`config.mk`:
```
export PLATFORM = sky130hd
export DESIGN_NAME = ssd_switch_point
export DESIGN_NICKNAME = d
export VERILOG_FILES = /design/src/hdl/ssd_pkg.sv /design/src/hdl/ssd_switch_point.sv
export SDC_FILE = /design/constraint.sdc
export NUM_CORES = 1
export LEC_CHECK = 0
export BUFFER_PORTS_ARGS = -buffer_cell sky130_fd_sc_hd__buf_2
export CORE_UTILIZATION = 60
export CTS_CLUSTER_DIAMETER = 100
export DETAILED_ROUTE_END_ITERATION = 10
export HOLD_SLACK_MARGIN = 0.05
export PLACE_DENSITY = 0.8
export SLEW_MARGIN = 10
export SYNTH_ARGS = -nofsm -noshare
export SYNTH_HDL_FRONTEND = slang
export SYNTH_SLANG_ARGS = --single-unit
```
`constraint.sdc`:
```
create_clock -name ref_clk_in -period 3.37 [get_ports ref_clk_in]
set_input_delay 0.5055 -clock ref_clk_in [delete_from_list [all_inputs] [get_ports ref_clk_in]]
set_output_delay 0.5055 -clock ref_clk_in [all_outputs]
set_load 0.01 [all_outputs]
```
`src/hdl/ssd_pkg.sv`:
```
// shared types and constants for the solenoid switch-point and dither block
package ssd_pkg;
  // ==========================================================
  // clock and timing
  localparam int unsigned SSD_CLK_NS        = 20;
  localparam int unsigned SSD_BLANK_SHORT_NS = 5000;
  localparam int unsigned SSD_BLANK_LONG_NS  = 15000;
  localparam int unsigned SSD_TIMEOUT_MS     = 15;
  // one dither frequency unit is 1/5200 s, split into 32 ramp steps
  localparam int unsigned SSD_DITHER_UNIT_NS = 192308;
  localparam int unsigned SSD_RAMP_STEPS     = 32;
  localparam int unsigned SSD_SHORT_BLANK_CYC = SSD_BLANK_SHORT_NS / SSD_CLK_NS;
  localparam int unsigned SSD_LONG_BLANK_CYC  = SSD_BLANK_LONG_NS / SSD_CLK_NS;
  localparam int unsigned SSD_TIMEOUT_CYC =
    (SSD_TIMEOUT_MS * 1000000 + SSD_CLK_NS - 1) / SSD_CLK_NS;
  localparam int unsigned SSD_STEP_CYC =
    SSD_DITHER_UNIT_NS / (SSD_CLK_NS * SSD_RAMP_STEPS);
  // ==========================================================
  // field widths and scales
  localparam int unsigned SSD_CMD_W  = 10;
  localparam int unsigned SSD_AMP_W  = 5;
  localparam int unsigned SSD_FREQ_W = 7;
  localparam int unsigned SSD_SP_W   = 12;
  // converter counts peak-to-peak per amplitude lsb (12.5 mVpp)
  localparam logic [3:0]  SSD_AMP_PP_CNT = 4'ha;
  localparam logic [SSD_SP_W-1:0] SSD_SP_MAX = 12'h3ff;
  localparam logic [1:0]  SSD_SLEW_LONG_MIN = 2'h2;
  // half band in converter counts per band_width_select code 0..7
  localparam logic [7:0][5:0] SSD_BAND_CNT = {
    6'h2e, 6'h2a, 6'h25, 6'h21, 6'h1d, 6'h19, 6'h15, 6'h11};
  // ==========================================================
  // types
  typedef struct packed {
    logic [SSD_CMD_W-1:0]  avg_cmd;
    logic [2:0]            band_width_select;
    logic [1:0]            slew_rate;
    logic [SSD_AMP_W-1:0]  dither_amp;
    logic [SSD_FREQ_W-1:0] dither_freq;
    logic                  enhanced_dither;
  } ssd_cfg_t;

  typedef struct packed {
    logic [SSD_CMD_W-1:0] upper_sp;
    logic [SSD_CMD_W-1:0] lower_sp;
    logic                 blanking;
    logic                 extending;
  } ssd_stat_t;

  typedef enum logic [1:0] {
    SSD_RISE   = 2'b00,
    SSD_FALL   = 2'b01,
    SSD_EXTEND = 2'b11
  } ssd_phase_t;
endpackage : ssd_pkg

```
`src/hdl/ssd_switch_point.sv`:
```
// switch-point generator with dither, enhanced dither and comparator blanking
`timescale 1ns/1ps
`default_nettype none
// ==========================================================
module ssd_switch_point #(
  parameter int unsigned TIMEOUT_CYC = ssd_pkg::SSD_TIMEOUT_CYC
) (
  input  wire logic                                ref_clk_in,
  input  wire logic                                arst_n_in,
  input  wire ssd_pkg::ssd_cfg_t                   cfg_in,
  input  wire logic [ssd_pkg::SSD_CMD_W-1:0]       sense_cnt_in,
  output var  logic                                channel_output_out,
  output var  ssd_pkg::ssd_stat_t                  stat_out
);
  import ssd_pkg::*;

  // ==========================================================
  // reset release
  // the async reset is asserted at once but released through two flops,
  // so every register leaves reset on the same clean edge
  logic rst_s1_r;
  logic rst_n_r;

  always_ff @(posedge ref_clk_in or negedge arst_n_in) begin
    if (!arst_n_in) begin
      rst_s1_r <= 1'b0;
      rst_n_r  <= 1'b0;
    end else begin
      rst_s1_r <= 1'b1;
      rst_n_r  <= rst_s1_r;
    end
  end

  // ==========================================================
  // state
  ssd_phase_t      state_r;
  ssd_phase_t      state_nxt;
  // dither phase, step timers and extension timeout
  logic [3:0]      ph_r;
  logic [3:0]      ph_nxt;
  logic [8:0]      cyc_cnt_r;
  logic [SSD_FREQ_W-1:0] sub_cnt_r;
  logic [19:0]     to_cnt_r;
  logic [9:0]      blank_cnt_r;
  logic            fall_cross_r;
  logic            on_r;

  // ==========================================================
  // dither offset
  wire logic dither_en = (cfg_in.dither_amp != '0) || (cfg_in.dither_freq != '0);
  wire logic enh_en    = dither_en && cfg_in.enhanced_dither;
  // one ramp step every SSD_STEP_CYC cycles, times the frequency field
  wire logic cyc_last  = (cyc_cnt_r == 9'(SSD_STEP_CYC - 1));
  // frequency field = dither period in 1/5200 s units: 5..127 gives 1 kHz..41 Hz
  wire logic step      = cyc_last && (sub_cnt_r >= cfg_in.dither_freq - 7'h1)
                         && (cfg_in.dither_freq != '0);

  // widen both factors first so the product keeps its top bits
  wire logic [8:0]  amp_wide = 9'(cfg_in.dither_amp);
  wire logic [8:0]  pp_scale = 9'(SSD_AMP_PP_CNT);
  wire logic [8:0]  pp_cnt   = amp_wide * pp_scale;
  // triangle height 0..16: rising 0..15, falling 16..1, extension holds 0
  wire logic [4:0]  tri_h  = (state_r == SSD_RISE) ? {1'b0, ph_r} :
                             (state_r == SSD_FALL) ? 5'(5'h10 - {1'b0, ph_r}) : 5'h0;
  wire logic [13:0] pp_wide  = 14'(pp_cnt);
  wire logic [13:0] tri_wide = 14'(tri_h);
  wire logic [13:0] tri_prod = pp_wide * tri_wide;

  wire logic signed [SSD_SP_W-1:0] dith_off = dither_en ?
    $signed(SSD_SP_W'(tri_prod[13:4])) - $signed(SSD_SP_W'(pp_cnt[8:1])) : '0;

  // ==========================================================
  // switch points
  wire logic [5:0] band = SSD_BAND_CNT[cfg_in.band_width_select];
  wire logic signed [SSD_SP_W-1:0] mid =
    $signed(SSD_SP_W'(cfg_in.avg_cmd)) + dith_off;
  wire logic signed [SSD_SP_W-1:0] up_raw = mid + $signed(SSD_SP_W'(band));
  wire logic signed [SSD_SP_W-1:0] lo_raw = mid - $signed(SSD_SP_W'(band));
  // points clamp to the converter range; no out-of-range flag is kept
  wire logic [SSD_CMD_W-1:0] up_sp = (up_raw < 0) ? '0 :
    (up_raw > $signed(SSD_SP_MAX)) ? SSD_CMD_W'(SSD_SP_MAX) : up_raw[SSD_CMD_W-1:0];
  wire logic [SSD_CMD_W-1:0] lo_sp = (lo_raw < 0) ? '0 :
    (lo_raw > $signed(SSD_SP_MAX)) ? SSD_CMD_W'(SSD_SP_MAX) : lo_raw[SSD_CMD_W-1:0];

  // ==========================================================
  // hysteretic switching and blanking
  // a transistor edge reloads blanking; sense is ignored until it runs out
  // a zero command forces the transistor off even while blanked
  wire logic blanking = (blank_cnt_r != '0);
  wire logic chan_en  = (cfg_in.avg_cmd != '0);
  wire logic turn_off = on_r && (!chan_en || (!blanking && sense_cnt_in >= up_sp));
  wire logic turn_on  = !on_r && chan_en && !blanking && (sense_cnt_in <= lo_sp);
  wire logic [9:0] blank_load = (cfg_in.slew_rate >= SSD_SLEW_LONG_MIN) ?
    10'(SSD_LONG_BLANK_CYC) : 10'(SSD_SHORT_BLANK_CYC);
  wire logic timed_out = (to_cnt_r >= 20'(TIMEOUT_CYC));


  always_ff @(posedge ref_clk_in or negedge rst_n_r) begin
    if (!rst_n_r) begin
      on_r        <= 1'b0;
      blank_cnt_r <= '0;
    end else begin
      if (turn_on)
        on_r <= 1'b1;
      else if (turn_off)
        on_r <= 1'b0;
      if (turn_on || turn_off)
        blank_cnt_r <= blank_load;
      else if (blanking)
        blank_cnt_r <= blank_cnt_r - 10'h1;
    end
  end

  // ==========================================================
  // dither sequencing
  // rise and fall take 16 steps each; extension only waits, it never steps
  // dropping the dither fields returns the phase to the start of a rise

  always_comb begin
    state_nxt = state_r;
    ph_nxt    = ph_r;
    case (state_r)
      SSD_RISE: begin
        if (step) begin
          ph_nxt = ph_r + 4'h1;
          if (ph_r == 4'hf)
            state_nxt = SSD_FALL;
        end
      end
      SSD_FALL: begin
        if (step) begin
          ph_nxt = ph_r + 4'h1;
          if (ph_r == 4'hf)
            state_nxt = (enh_en && !fall_cross_r && !turn_on) ? SSD_EXTEND : SSD_RISE;
        end
      end
      SSD_EXTEND: begin
        if (turn_on || timed_out || !enh_en)
          state_nxt = SSD_RISE;
      end
      default: begin
        state_nxt = SSD_RISE;
        ph_nxt    = '0;
      end
    endcase
    if (!dither_en) begin
      state_nxt = SSD_RISE;
      ph_nxt    = '0;
    end
  end

  // phase advances on ramp steps; the sub counter stretches each step
  always_ff @(posedge ref_clk_in or negedge rst_n_r) begin
    if (!rst_n_r) begin
      state_r   <= SSD_RISE;
      ph_r      <= '0;
      cyc_cnt_r <= '0;
      sub_cnt_r <= '0;
    end else begin
      state_r   <= state_nxt;
      ph_r      <= ph_nxt;
      cyc_cnt_r <= (cyc_last || !dither_en) ? 9'h0 : cyc_cnt_r + 9'h1;
      if (!dither_en || step)
        sub_cnt_r <= '0;
      else if (cyc_last)
        sub_cnt_r <= sub_cnt_r + 7'h1;
    end
  end

  // crossing seen during the falling half; the flag clears in any other state, and a crossing there is not recorded
  always_ff @(posedge ref_clk_in or negedge rst_n_r) begin
    if (!rst_n_r) begin
      fall_cross_r <= 1'b0;
      to_cnt_r     <= '0;
    end else begin
      if (turn_on && state_r == SSD_FALL)
        fall_cross_r <= 1'b1;
      else if (state_r != SSD_FALL)
        fall_cross_r <= 1'b0;
      // timeout counts only while the extension continues
      if (state_r == SSD_EXTEND && state_nxt == SSD_EXTEND)
        to_cnt_r <= to_cnt_r + 20'h1;
      else
        to_cnt_r <= '0;
    end
  end

  // ==========================================================
  // registered outputs
  // outputs lag the internal state by one edge so every pin is a flop
  always_ff @(posedge ref_clk_in or negedge rst_n_r) begin
    if (!rst_n_r) begin
      channel_output_out <= 1'b0;
      stat_out           <= '0;
    end else begin
      channel_output_out <= on_r;
      stat_out.upper_sp  <= up_sp;
      stat_out.lower_sp  <= lo_sp;
      stat_out.blanking  <= blanking;
      stat_out.extending <= (state_r == SSD_EXTEND);
    end
  end
endmodule : ssd_switch_point
`default_nettype wire

```
==> flow_metrics.tcl, run 1 <==
set metrics [dict create \
    toolErrorMsg "[ERROR GRT-0232] Routing congestion too high. Check the congestion heatmap in the GUI." \
    synth-edff-count 0 \
    synth_top_area_share_pct 26.8 \
    crit_endpoint "state_r[0]$_DFF_PN0_/D" \
    synth-async-reset-ratio_pct 100 \
    die_w_um 113 \
    htreeDepth 3 \
    grtUsageTotal_pct 72.0 \
    clock_path_buffers 2 \
    synth_seq_area_share_pct 26.8 \
    io_pins 63 \
    hpwl_mm 15.3 \
    synth_cell_types 63 \
    synth_nets 1007 \
    ctsRootBufferMaster "clkbuf_16" \
    synth_flop_cell "dfrtp_1" \
    port_buffers 61 \
    syn_area_per_cell_um2 8.63 \
    cts_made_buffers 9 \
    post-synth-top-area-cell "dfrtp_1" \
    syn-cell-area_um2 7360 \
    status "stopped before the end" \
    syn_inst 853 \
    grt_max_degree 78 \
    ys_seq_elements 79 \
    synth_area_leaders "dfrtp_1 27%, ha_1 15%, fa_1 6.3%" \
    gp_congestion 0.923 \
    lastStage "global routing (5_1_grt)" \
    pre_cts_slack_ns -6.26 \
    rows 40 \
    clkSinkCount 79 \
    grt-ovfl-total 21 \
    yosysWarnings 0 \
    initial_core_util_pct 61.3 \
    chipHeight_um 113 \
    worstEndpointType "register data pin" \
]
[cell usage after synthesis (6+ instances only)]
master	number
a21o_1	28
a21oi_1	48
a31oi_1	6
and2_1	8
and3_1	9
clkbuf_1	10
dfrtp_1	79
fa_1	23
ha_1	91
inv_1	74
nand2_1	68
nand2b_1	11
nand3_1	21
nand4_1	12
nor2_1	94
nor3_1	32
nor4_1	10
o21a_1	13
o21ai_0	46
o21bai_1	6
or3_1	7
or4_1	7
xnor2_1	37
xor2_1	36
[layer usage]
layer,GRT overflow,global-route usage (%)
met1,0,71.2
met2,18,91.5
met3,0,56.7
met4,3,67.4
met5,0,29.0
[stage by stage]
stage	instance area, um2	util [%]	instances
CTS	10300	85.6	1294
detailed placement	9450	78.7	1248
global placement	9450	78.7	1248
floorplan	7510	-	853
[cell families after synthesis]
logic type | share of synthesized area (%)
AOI/OAI and AO/OA | 17.0
buffers and inverters | 4.71
muxes | 0.442
other | 0.0509
and+or+nand+nor | 19.9
adders and majority gates | 21.7
xor gates and xnor gates | 9.43
DFF | 26.8
[what timing repair did]
| action | CTS |
|---|---|
| resized for setup | 76 |
| endpoints found under the setup margin | 54 |
| cloned | 2 |
| buffers inserted | 27 |
| pin swaps | 38 |
| hold buffers | 1 |
| endpoints found under the hold margin | 2 |
==> run 2, diff against run 1 <==
- CORE_UTILIZATION: 60 -> 40
- CTS_CLUSTER_DIAMETER: 100 -> unset
- HOLD_SLACK_MARGIN: 0.05 -> unset
- PLACE_DENSITY: 0.8 -> unset
- PLACE_DENSITY_LB_ADDON: unset -> 0.15
==> flow_metrics.tcl, run 2 <==
set metrics [dict create \
    final-seq-area_um2 1980 \
    yosys.cell_count.top_type "nor2_1" \
    pwr-share-comb_pct 71.7 \
    clk-insertion-delay-late_ns 0.33 \
    synth_nets 1007 \
    cp_common_cell "buf_4" \
    chipHeight_um 138 \
    yosys.area_share.simple_pct 19.9 \
    clkPwrFrac_pct 12.2 \
    cp_slowest_cell "fa_1" \
    syn-cell-area_um2 7360 \
    hold_class "input pin to flop" \
    netlist_top_cells_count "94 x nor2_1, 91 x ha_1, 79 x dfrtp_1" \
    ys_seq_elements 79 \
    p_leak_nw 5.20 \
    slew_viol_final 0 \
    synth_top_area_share_pct 26.8 \
    die_area_um2 19000 \
    io_pins 63 \
    drv_cap 0 \
    die_w_um 138 \
    swShare_pct 39.6 \
    pre_cts_slack_ns -6.23 \
    cts_tree "done" \
    multi_input_area_um2 5650 \
    post-synth-top-area-cell "dfrtp_1" \
    synth_flop_cell "dfrtp_1" \
    fmax_mhz 111 \
    largestRegisters "stat_out: 22 flops, to_cnt_r: 20 flops, blank_cnt_r: 10 flops" \
    crit_type "flop to flop" \
    rows 49 \
    seqPwrFrac_pct 16.1 \
    cts_made_buffers 9 \
    grt_pass1_wl_mm 32.0 \
    antenna_found_initial 0 \
    syn_area_per_cell_um2 8.63 \
    gp_congestion 0.841 \
    crit_fanout 7 \
    synth_seq_area_share_pct 26.8 \
    syn_inst 853 \
    routed_wl_mm 19.2 \
    ctsRootBufferMaster "clkbuf_16" \
    power.density_nw_per_um2 794 \
    drtIter0Drc 196 \
    yosysWarnings 0 \
    detail_route.wl_per_cell_um 13.9 \
    areaGrowthSynthToFinish_pct 45.6 \
    worstMarginPinSlew_ns 0.970 \
    grtUsageTotal_pct 21.2 \
    r2r-start "ph_r[1]" \
    synth_top_family_by_area "adder cells" \
    fillCellCount 1586 \
    core-area_um2 18000 \
    synthMuxAreaShare_pct 0.442 \
    antenna_cells 0 \
    synth-edff-count 0 \
    nets 1305 \
    hold_viol_final 0 \
    layout_common_cells "224 x buf_4, 77 x ha_1, 77 x dfrtp_1" \
    cp.arrival_ns 9.19 \
    clkSinkCount 79 \
    final_util_pct 59.5 \
    post-route-drc-count 0 \
    clock_path_buffers 2 \
    first_pass_iters 4 \
    grt-ovfl-total 0 \
    finClkSkew_ns 0.00634 \
    internal-power_mw 5.14 \
    port_buffers 61 \
    violations "setup timing" \
    synth-async-reset-ratio_pct 100 \
    status "complete, but fails checks" \
    layout_setup_ws_ns -5.60 \
    htreeDepth 3 \
    critPathMaxStageDelay_ns 0.51 \
    vias_per_cell 5.05 \
    initial_core_util_pct 40.9 \
    synth_compound_area_share_pct 17.0 \
    grt_pass1_vias 6766 \
    worstPathRequired_ns 3.59 \
    rsz0062_at_grt "yes" \
    peakVddDrop_v 0.000598 \
    post-route-period-util_pct 266 \
    finalSetupViolCount 54 \
    cp-startpoint "ph_r[1]" \
    postRouteAntennaNets 0 \
    grt_max_degree 78 \
    synthAdderAreaFrac_pct 21.7 \
    final_common_cell "buf_4" \
    min_period_ns 8.97 \
    regMostFlops "stat_out" \
    drive_gt1_share_pct 36.3 \
    cp-start-kind "flop" \
    synth_area_leaders "dfrtp_1 27%, ha_1 15%, fa_1 6.3%" \
    synth_cell_types 63 \
    p_sw_mw 3.37 \
    max_slew_margin_pct 35.4 \
    hpwl_mm 15.3 \
    hp-start "cfg_in[14]" \
    synth_xor_area_share_pct 9.43 \
    end_kind "flop" \
    largest_register_ffs 22 \
    vias 6995 \
    clk_pin_slew_ns 0.06 \
]
==> run 2: path summary, 6_finish.rpt <==
check	slack (ns)	cells past startpoint	endpoint
worst max-delay path	-5.60	41	to_cnt_r[15]
max in group asynchronous	2.20	0	ph_r[1]
min in group asynchronous	0.48	0	blank_cnt_r[7]
worst min register to register	0.36	0	rst_n_r
worst min-delay path	0.36	2	blank_cnt_r[4]
worst max register to register	-5.60	41	to_cnt_r[15]
==> run 2: critical path: cells and delay by family, from the launching register on <==
family	cells	cell delay [ns]
AOI/OAI and AO/OA	15	2.96
xor gates and xnor gates	3	0.43
buffers and inverters	8	1.06
adders and majority gates	7	2.47
and+or+nand+nor	8	1.51
DFF	1	0.45
==> run 2: area by class of cell <==
type | count | area share, %
clock buffers | 11 | 2.26
clock inverters | 5 | 0.758
inverters | 74 | 2.59
multi-input cells | 685 | 52.7
flip-flops and latches | 79 | 18.5
well taps | 229 | 2.67
repair buffers | 302 | 20.6
==> run 2: power by group through the flow <==
stage / logic [mW] / clock network, mW / registers [mW]
6_report: 6.10 / 1.04 / 1.37
5_1_grt: 6.72 / 1.10 / 1.40
4_1_cts: 5.91 / 1.07 / 1.37
3_5_place_dp: 5.28 / 0 / 1.38
3_3_place_gp: 5.22 / 0 / 1.38
2_1_floorplan: 2.93 / 0 / 1.41
==> run 2: cells by family after synthesis <==
family | count (synthesis)
AO/OA/AOI/OAI | 192
AND/OR/NAND/NOR | 301
other | 1
multiplexers | 2
buffers and inverters | 89
adder cells (fa/ha/maj) | 114
flip-flops | 79
XOR/XNOR | 75
==> run 2: repair_timing <==
action,in CTS,in global routing
hold buffers,1,0
hold endpoints to repair,2,0
setup endpoints to repair,54,54
cloned,1,0
pin swaps,60,32
setup buffers,20,9
gates resized for setup,94,35
==> run 2: metrics by stage <==
step	hold slack [ns]	total power, mW	cell area, um2	setup TNS [ns]	instances
global placement	0.292	6.59	9610	-288.53	1338
global route	0.363	9.22	10700	-284.90	1385
detailed placement	0.297	6.67	9610	-296.88	1338
finish	0.362	8.51	10700	-267.36	1385
CTS	0.355	8.35	10500	-263.53	1376
floorplan	0.210	4.34	7510	-272.21	853
==> run 2: routing by layer <==
layer | global-route usage (%) | routed length [um] | up-vias
li1 | - | - | 3588
met1 | 28.4 | 9240 | 3303
met2 | 36.5 | 9300 | 84
met3 | 1.80 | 381 | 20
met4 | 5.50 | 265 | 0
met5 | 0 | 0 | -
(Power assumes the default switching activity.)
==> run 3, diff against run 2 <==
- CORE_UTILIZATION: 40 -> 55
==> flow_metrics.tcl, run 3 (synthesis gave the netlist of run 2 again) <==
set metrics [dict create \
    status "complete, but fails checks" \
    violations "setup timing" \
    cp-startpoint "cfg_in[9]" \
    cp.arrival_ns 9.47 \
    final_common_cell "buf_4" \
    chipHeight_um 118 \
    grt_pass1_vias 7896 \
    cp_common_cell "ha_4" \
    die_area_um2 13900 \
    regMostFlops "stat_out" \
    postRouteAntennaNets 0 \
    hp-start "rst_s1_r" \
    io_pins 63 \
    finalPower_mw 8.92 \
    grt_max_degree 40 \
    first_pass_iters 4 \
    hold_viol_final 0 \
    htreeDepth 3 \
    busiest_layer "met2" \
    finClkSkew_ns 0.00597 \
    areaGrowthSynthToFinish_pct 47.8 \
    vias_per_cell 5.86 \
    clkSinkCount 79 \
    cp-start-kind "input pin" \
    max_slew_margin_pct 39.4 \
    layout_setup_ws_ns -5.87 \
    cts_tree "done" \
    clk-insertion-delay-late_ns 0.36 \
    crit_type "input pin to flop" \
    grt_use_met1_pct 37.7 \
    cts_made_buffers 9 \
    final_util_pct 84.8 \
    use_met3_pct 5.18 \
    critPathMaxStageDelay_ns 0.57 \
    die_w_um 118 \
    finalSetupViolCount 54 \
    power.density_nw_per_um2 820 \
    final_area_um2 10900 \
    drive_gt1_share_pct 38.7 \
    grt-ovfl-total 0 \
    antenna_found_initial 3 \
    vias 7766 \
    slew_viol_final 0 \
    fillCellCount 704 \
    detail_route.wl_per_cell_um 18.1 \
    worstPathRequired_ns 3.60 \
    gp_congestion 0.903 \
    hold_ws_ns 0.358 \
    crit_fanout 3 \
    hold_depth 0 \
    peakVddDrop_v 0.000497 \
    worstMarginPinSlew_ns 0.909 \
    clock_path_buffers 2 \
    grt_pass1_wl_mm 36.8 \
    r2r-start "ph_r[0]" \
    hpwl_mm 16.1 \
    core-area_um2 12800 \
    grtUsageTotal_pct 33.0 \
    routed_wl_mm 24.0 \
    post-route-drc-count 0 \
    drv_cap 0 \
    largest_register_ffs 22 \
    min_period_ns 9.24 \
    post-route-period-util_pct 274 \
    worst_r2r_path_depth 45 \
    fmax_mhz 108 \
    ctsRootBufferMaster "clkbuf_16" \
    initial_core_util_pct 57.4 \
    end_kind "flop" \
    p_leak_nw 5.23 \
    dpl_cell_area_um2 9490 \
    hold_class "flop to flop" \
    rows 41 \
    rsz0062_at_grt "yes" \
    cp_slowest_cell "fa_1" \
    largestRegisters "stat_out: 22 flops, to_cnt_r: 20 flops, blank_cnt_r: 10 flops" \
    clk_pin_slew_ns 0.06 \
    met2_usage_pct 58.4 \
    port_buffers 61 \
    nets 1300 \
    drtIter0Drc 516 \
    layout_common_cells "217 x buf_4, 76 x ha_1, 76 x dfrtp_1" \
]
-- run 3: worst max-delay path: cells and delay by family --
kind            cells  cell delay [ns]
fa+ha+maj          10             3.27
compound gates     17             3.07
simple gates        8             1.43
buf+inv             9             1.04
xor+xnor            1             0.13
-- run 3: routing by layer --
| metal | vias up | wire length, um |
|---|---|---|
| li1 | 3592 | - |
| met1 | 3750 | 9120 |
| met2 | 314 | 12100 |
| met5 | - | 0 |
| met3 | 110 | 1240 |
| met4 | 0 | 1550 |
-- run 3: final timing paths --
| check | slack (ns) | to |
|---|---|---|
| worst min register to register | 0.36 | rst_n_r |
| worst max register to register | -5.83 | state_r[0] |
| max in group asynchronous | 2.24 | state_r[0] |
| worst max-delay path | -5.87 | state_r[0] |
| min in group asynchronous | 0.40 | stat_out[8] |
| worst min-delay path | 0.36 | rst_n_r |
-- run 3: cell type report --
| cell class | instances | area, um2 | share of cell area [%] |
|---|---|---|---|
| clock buffers | 9 | 225 | 2.07 |
| inverters | 74 | 278 | 2.55 |
| multi-input cells | 686 | 5850 | 53.8 |
| flip-flops and latches | 79 | 1980 | 18.2 |
| clock inverters | 7 | 109 | 1.00 |
| repair buffers | 296 | 2210 | 20.4 |
| well taps | 172 | 215 | 1.98 |
| diodes | 3 | 7.51 | 0.0690 |
-- run 3: power breakdown --
part | internal (mW) | switching [mW]
combinational | 3.25 | 3.18
clock | 0.666 | 0.457
sequential | 1.19 | 0.167
-- run 3: metrics by stage --
| step | setup WS, ns | TNS [ns] | std cells |
|---|---|---|---|
| after floorplan | -5.85 | -272.21 | 853 |
| after global placement | -6.03 | -285.69 | 1273 |
| after detailed placement | -6.25 | -296.08 | 1273 |
| after CTS | -5.71 | -266.35 | 1316 |
| after global routing | -6.32 | -295.37 | 1325 |
| final | -5.87 | -274.71 | 1326 |
-- run 3: what timing repair did --
| item | in CTS | in global routing |
|---|---|---|
| setup buffers | 23 | 11 |
| endpoints found under the setup margin | 54 | 54 |
| hold buffers | 1 | 0 |
| pin swaps | 74 | 49 |
| cloned | 4 | 0 |
| gates resized for setup | 106 | 74 |
| endpoints found under the hold margin | 2 | 0 |
==> run 4, diff against run 3 <==
- PLACE_DENSITY_LB_ADDON: 0.15 -> 0.08
==> flow_metrics.tcl, run 4 (synthesis gave the netlist of run 2 again) <==
set metrics [dict create \
    status "complete, but fails checks" \
    violations "setup timing" \
    cp-start-kind "flop" \
    rrSetupSlack_ns -5.87 \
    port_buffers 61 \
    peakVddDrop_v 0.000485 \
    cts_made_buffers 9 \
    clk_pin_slew_ns 0.06 \
    post-route-period-util_pct 274 \
    crit_end "state_r[0]" \
    nets 1297 \
    grt_max_degree 78 \
    grt_pass1_wl_mm 35.1 \
    cp-startpoint "ph_r[1]" \
    end_kind "flop" \
    first_pass_iters 6 \
    areaGrowthSynthToFinish_pct 47.3 \
    cp.arrival_ns 9.45 \
    critPathBufInv 7 \
    gp_congestion 0.910 \
    antenna_cells 0 \
    slew_viol_final 0 \
    core-area_um2 12800 \
    final_util_pct 84.6 \
    hold_viol_final 0 \
    critPathMaxStageDelay_ns 0.56 \
    wl_met2_mm 12.3 \
    largest_register_ffs 22 \
    grt_pass1_vias 7597 \
    min_period_ns 9.24 \
    hold_class "flop to flop" \
    die_w_um 118 \
    initial_core_util_pct 57.4 \
    power.density_nw_per_um2 797 \
    grtUsageTotal_pct 31.1 \
    finClkSkew_ns 0.00669 \
    worstPathRequired_ns 3.59 \
    vias 7644 \
    rows 41 \
    antenna_found_initial 0 \
    die_area_um2 13900 \
    drv_cap 0 \
    clkSinkCount 79 \
    final_common_cell "buf_4" \
    route.met3.wl_mm 1.02 \
    worst_r2r_path_depth 44 \
    p_leak_nw 5.21 \
    drive_gt1_share_pct 38.1 \
    layout_common_cells "211 x buf_4, 77 x dfrtp_1, 75 x ha_1" \
    grt-ovfl-total 0 \
    detail_route.wl_per_cell_um 18.0 \
    routed_wl_mm 23.7 \
    crit_type "flop to flop" \
    rsz0062_at_grt "yes" \
    clock_path_buffers 2 \
    cp_slowest_cell "fa_1" \
    crit_fanout 4 \
    finalSetupViolCount 54 \
    cts_tree "done" \
    vias_per_cell 5.79 \
    top_layer_used "met4" \
    reg2reg_to "state_r[0]" \
    wl_met1_mm 9.09 \
    cp_top_family "adder cells" \
    htreeDepth 3 \
    r2r-start "ph_r[1]" \
    fillCellCount 746 \
    chipHeight_um 118 \
    layout_setup_ws_ns -5.87 \
    post-route-drc-count 0 \
    fmax_mhz 108 \
    pre_cts_slack_ns -6.25 \
    regMostFlops "stat_out" \
    clk-insertion-delay-late_ns 0.35 \
    cp.depth 44 \
    largestRegisters "stat_out: 22 flops, to_cnt_r: 20 flops, blank_cnt_r: 10 flops" \
    drtIter0Drc 504 \
    cp_common_cell "buf_4" \
    ctsRootBufferMaster "clkbuf_16" \
    postRouteAntennaNets 0 \
    io_pins 63 \
    worstMarginPinSlew_ns 1.01 \
    hpwl_mm 16.3 \
    max_slew_margin_pct 32.7 \
]
run 4: cell types whose count changed in the layout (fill, tap and decap cells not counted), sizes merged, moves of 2 or more:
cell and delta:
clkinvlp +3, buf -4, clkbuf +2, diode -3
run 4: how the worst min path moves through the flow:
stage	start	to	slack (ns)	cells after the start
2_1_floorplan	arst_n_in	rst_n_r	0.21	0
3_3_place_gp	arst_n_in	rst_s1_r	0.29	1
3_5_place_dp	arst_n_in	rst_s1_r	0.29	1
4_1_cts	rst_s1_r	rst_n_r	0.36	0
5_1_grt	cfg_in[14]	blank_cnt_r[4]	0.37	2
6_report	rst_s1_r	rst_n_r	0.36	0
run 4: area by class of cell:
class                   instances  area (um2)  share of cell area (%)
well taps                     172         215                    1.98
inverters                      74         278                    2.56
repair buffers                294        2190                    20.2
multi-input cells             685        5880                    54.2
clock inverters                 7        78.8                   0.727
clock buffers                   9         225                    2.08
flip-flops and latches         79        1980                    18.3
run 4: what timing repair did:
action / 4_1_cts / 5_1_grt
hold buffers: 1 / 0
pin swaps: 61 / 48
cloned: 2 / 2
endpoints found under the setup margin: 54 / 54
endpoints found under the hold margin: 2 / 0
gates resized for setup: 78 / 96
buffers inserted: 25 / 8
run 4: power breakdown:
part | internal [mW] | switching, mW | total [mW]
Combinational | 3.27 | 3.01 | 6.28
Clock | 0.581 | 0.427 | 1.01
Sequential | 1.20 | 0.164 | 1.36
run 4: routing by layer:
| metal | GRT usage [%] | vias to the layer above |
|---|---|---|
| met4 | 13.2 | 0 |
| met1 | 35.8 | 3671 |
| met3 | 4.46 | 107 |
| li1 | - | 3581 |
| met2 | 57.0 | 285 |
| met5 | 0 | - |
run 4: metrics by stage:
stage,instances,setup TNS (ns),hold WS (ns),instance area (um2),power [mW]
2_1_floorplan,853,-272.21,0.210,7510,4.34
3_3_place_gp,1268,-286.46,0.290,9450,6.49
3_5_place_dp,1268,-296.69,0.292,9450,6.65
4_1_cts,1311,-266.57,0.357,10300,8.08
5_1_grt,1320,-297.52,0.374,10800,9.21
6_report,1320,-278.01,0.356,10800,8.65
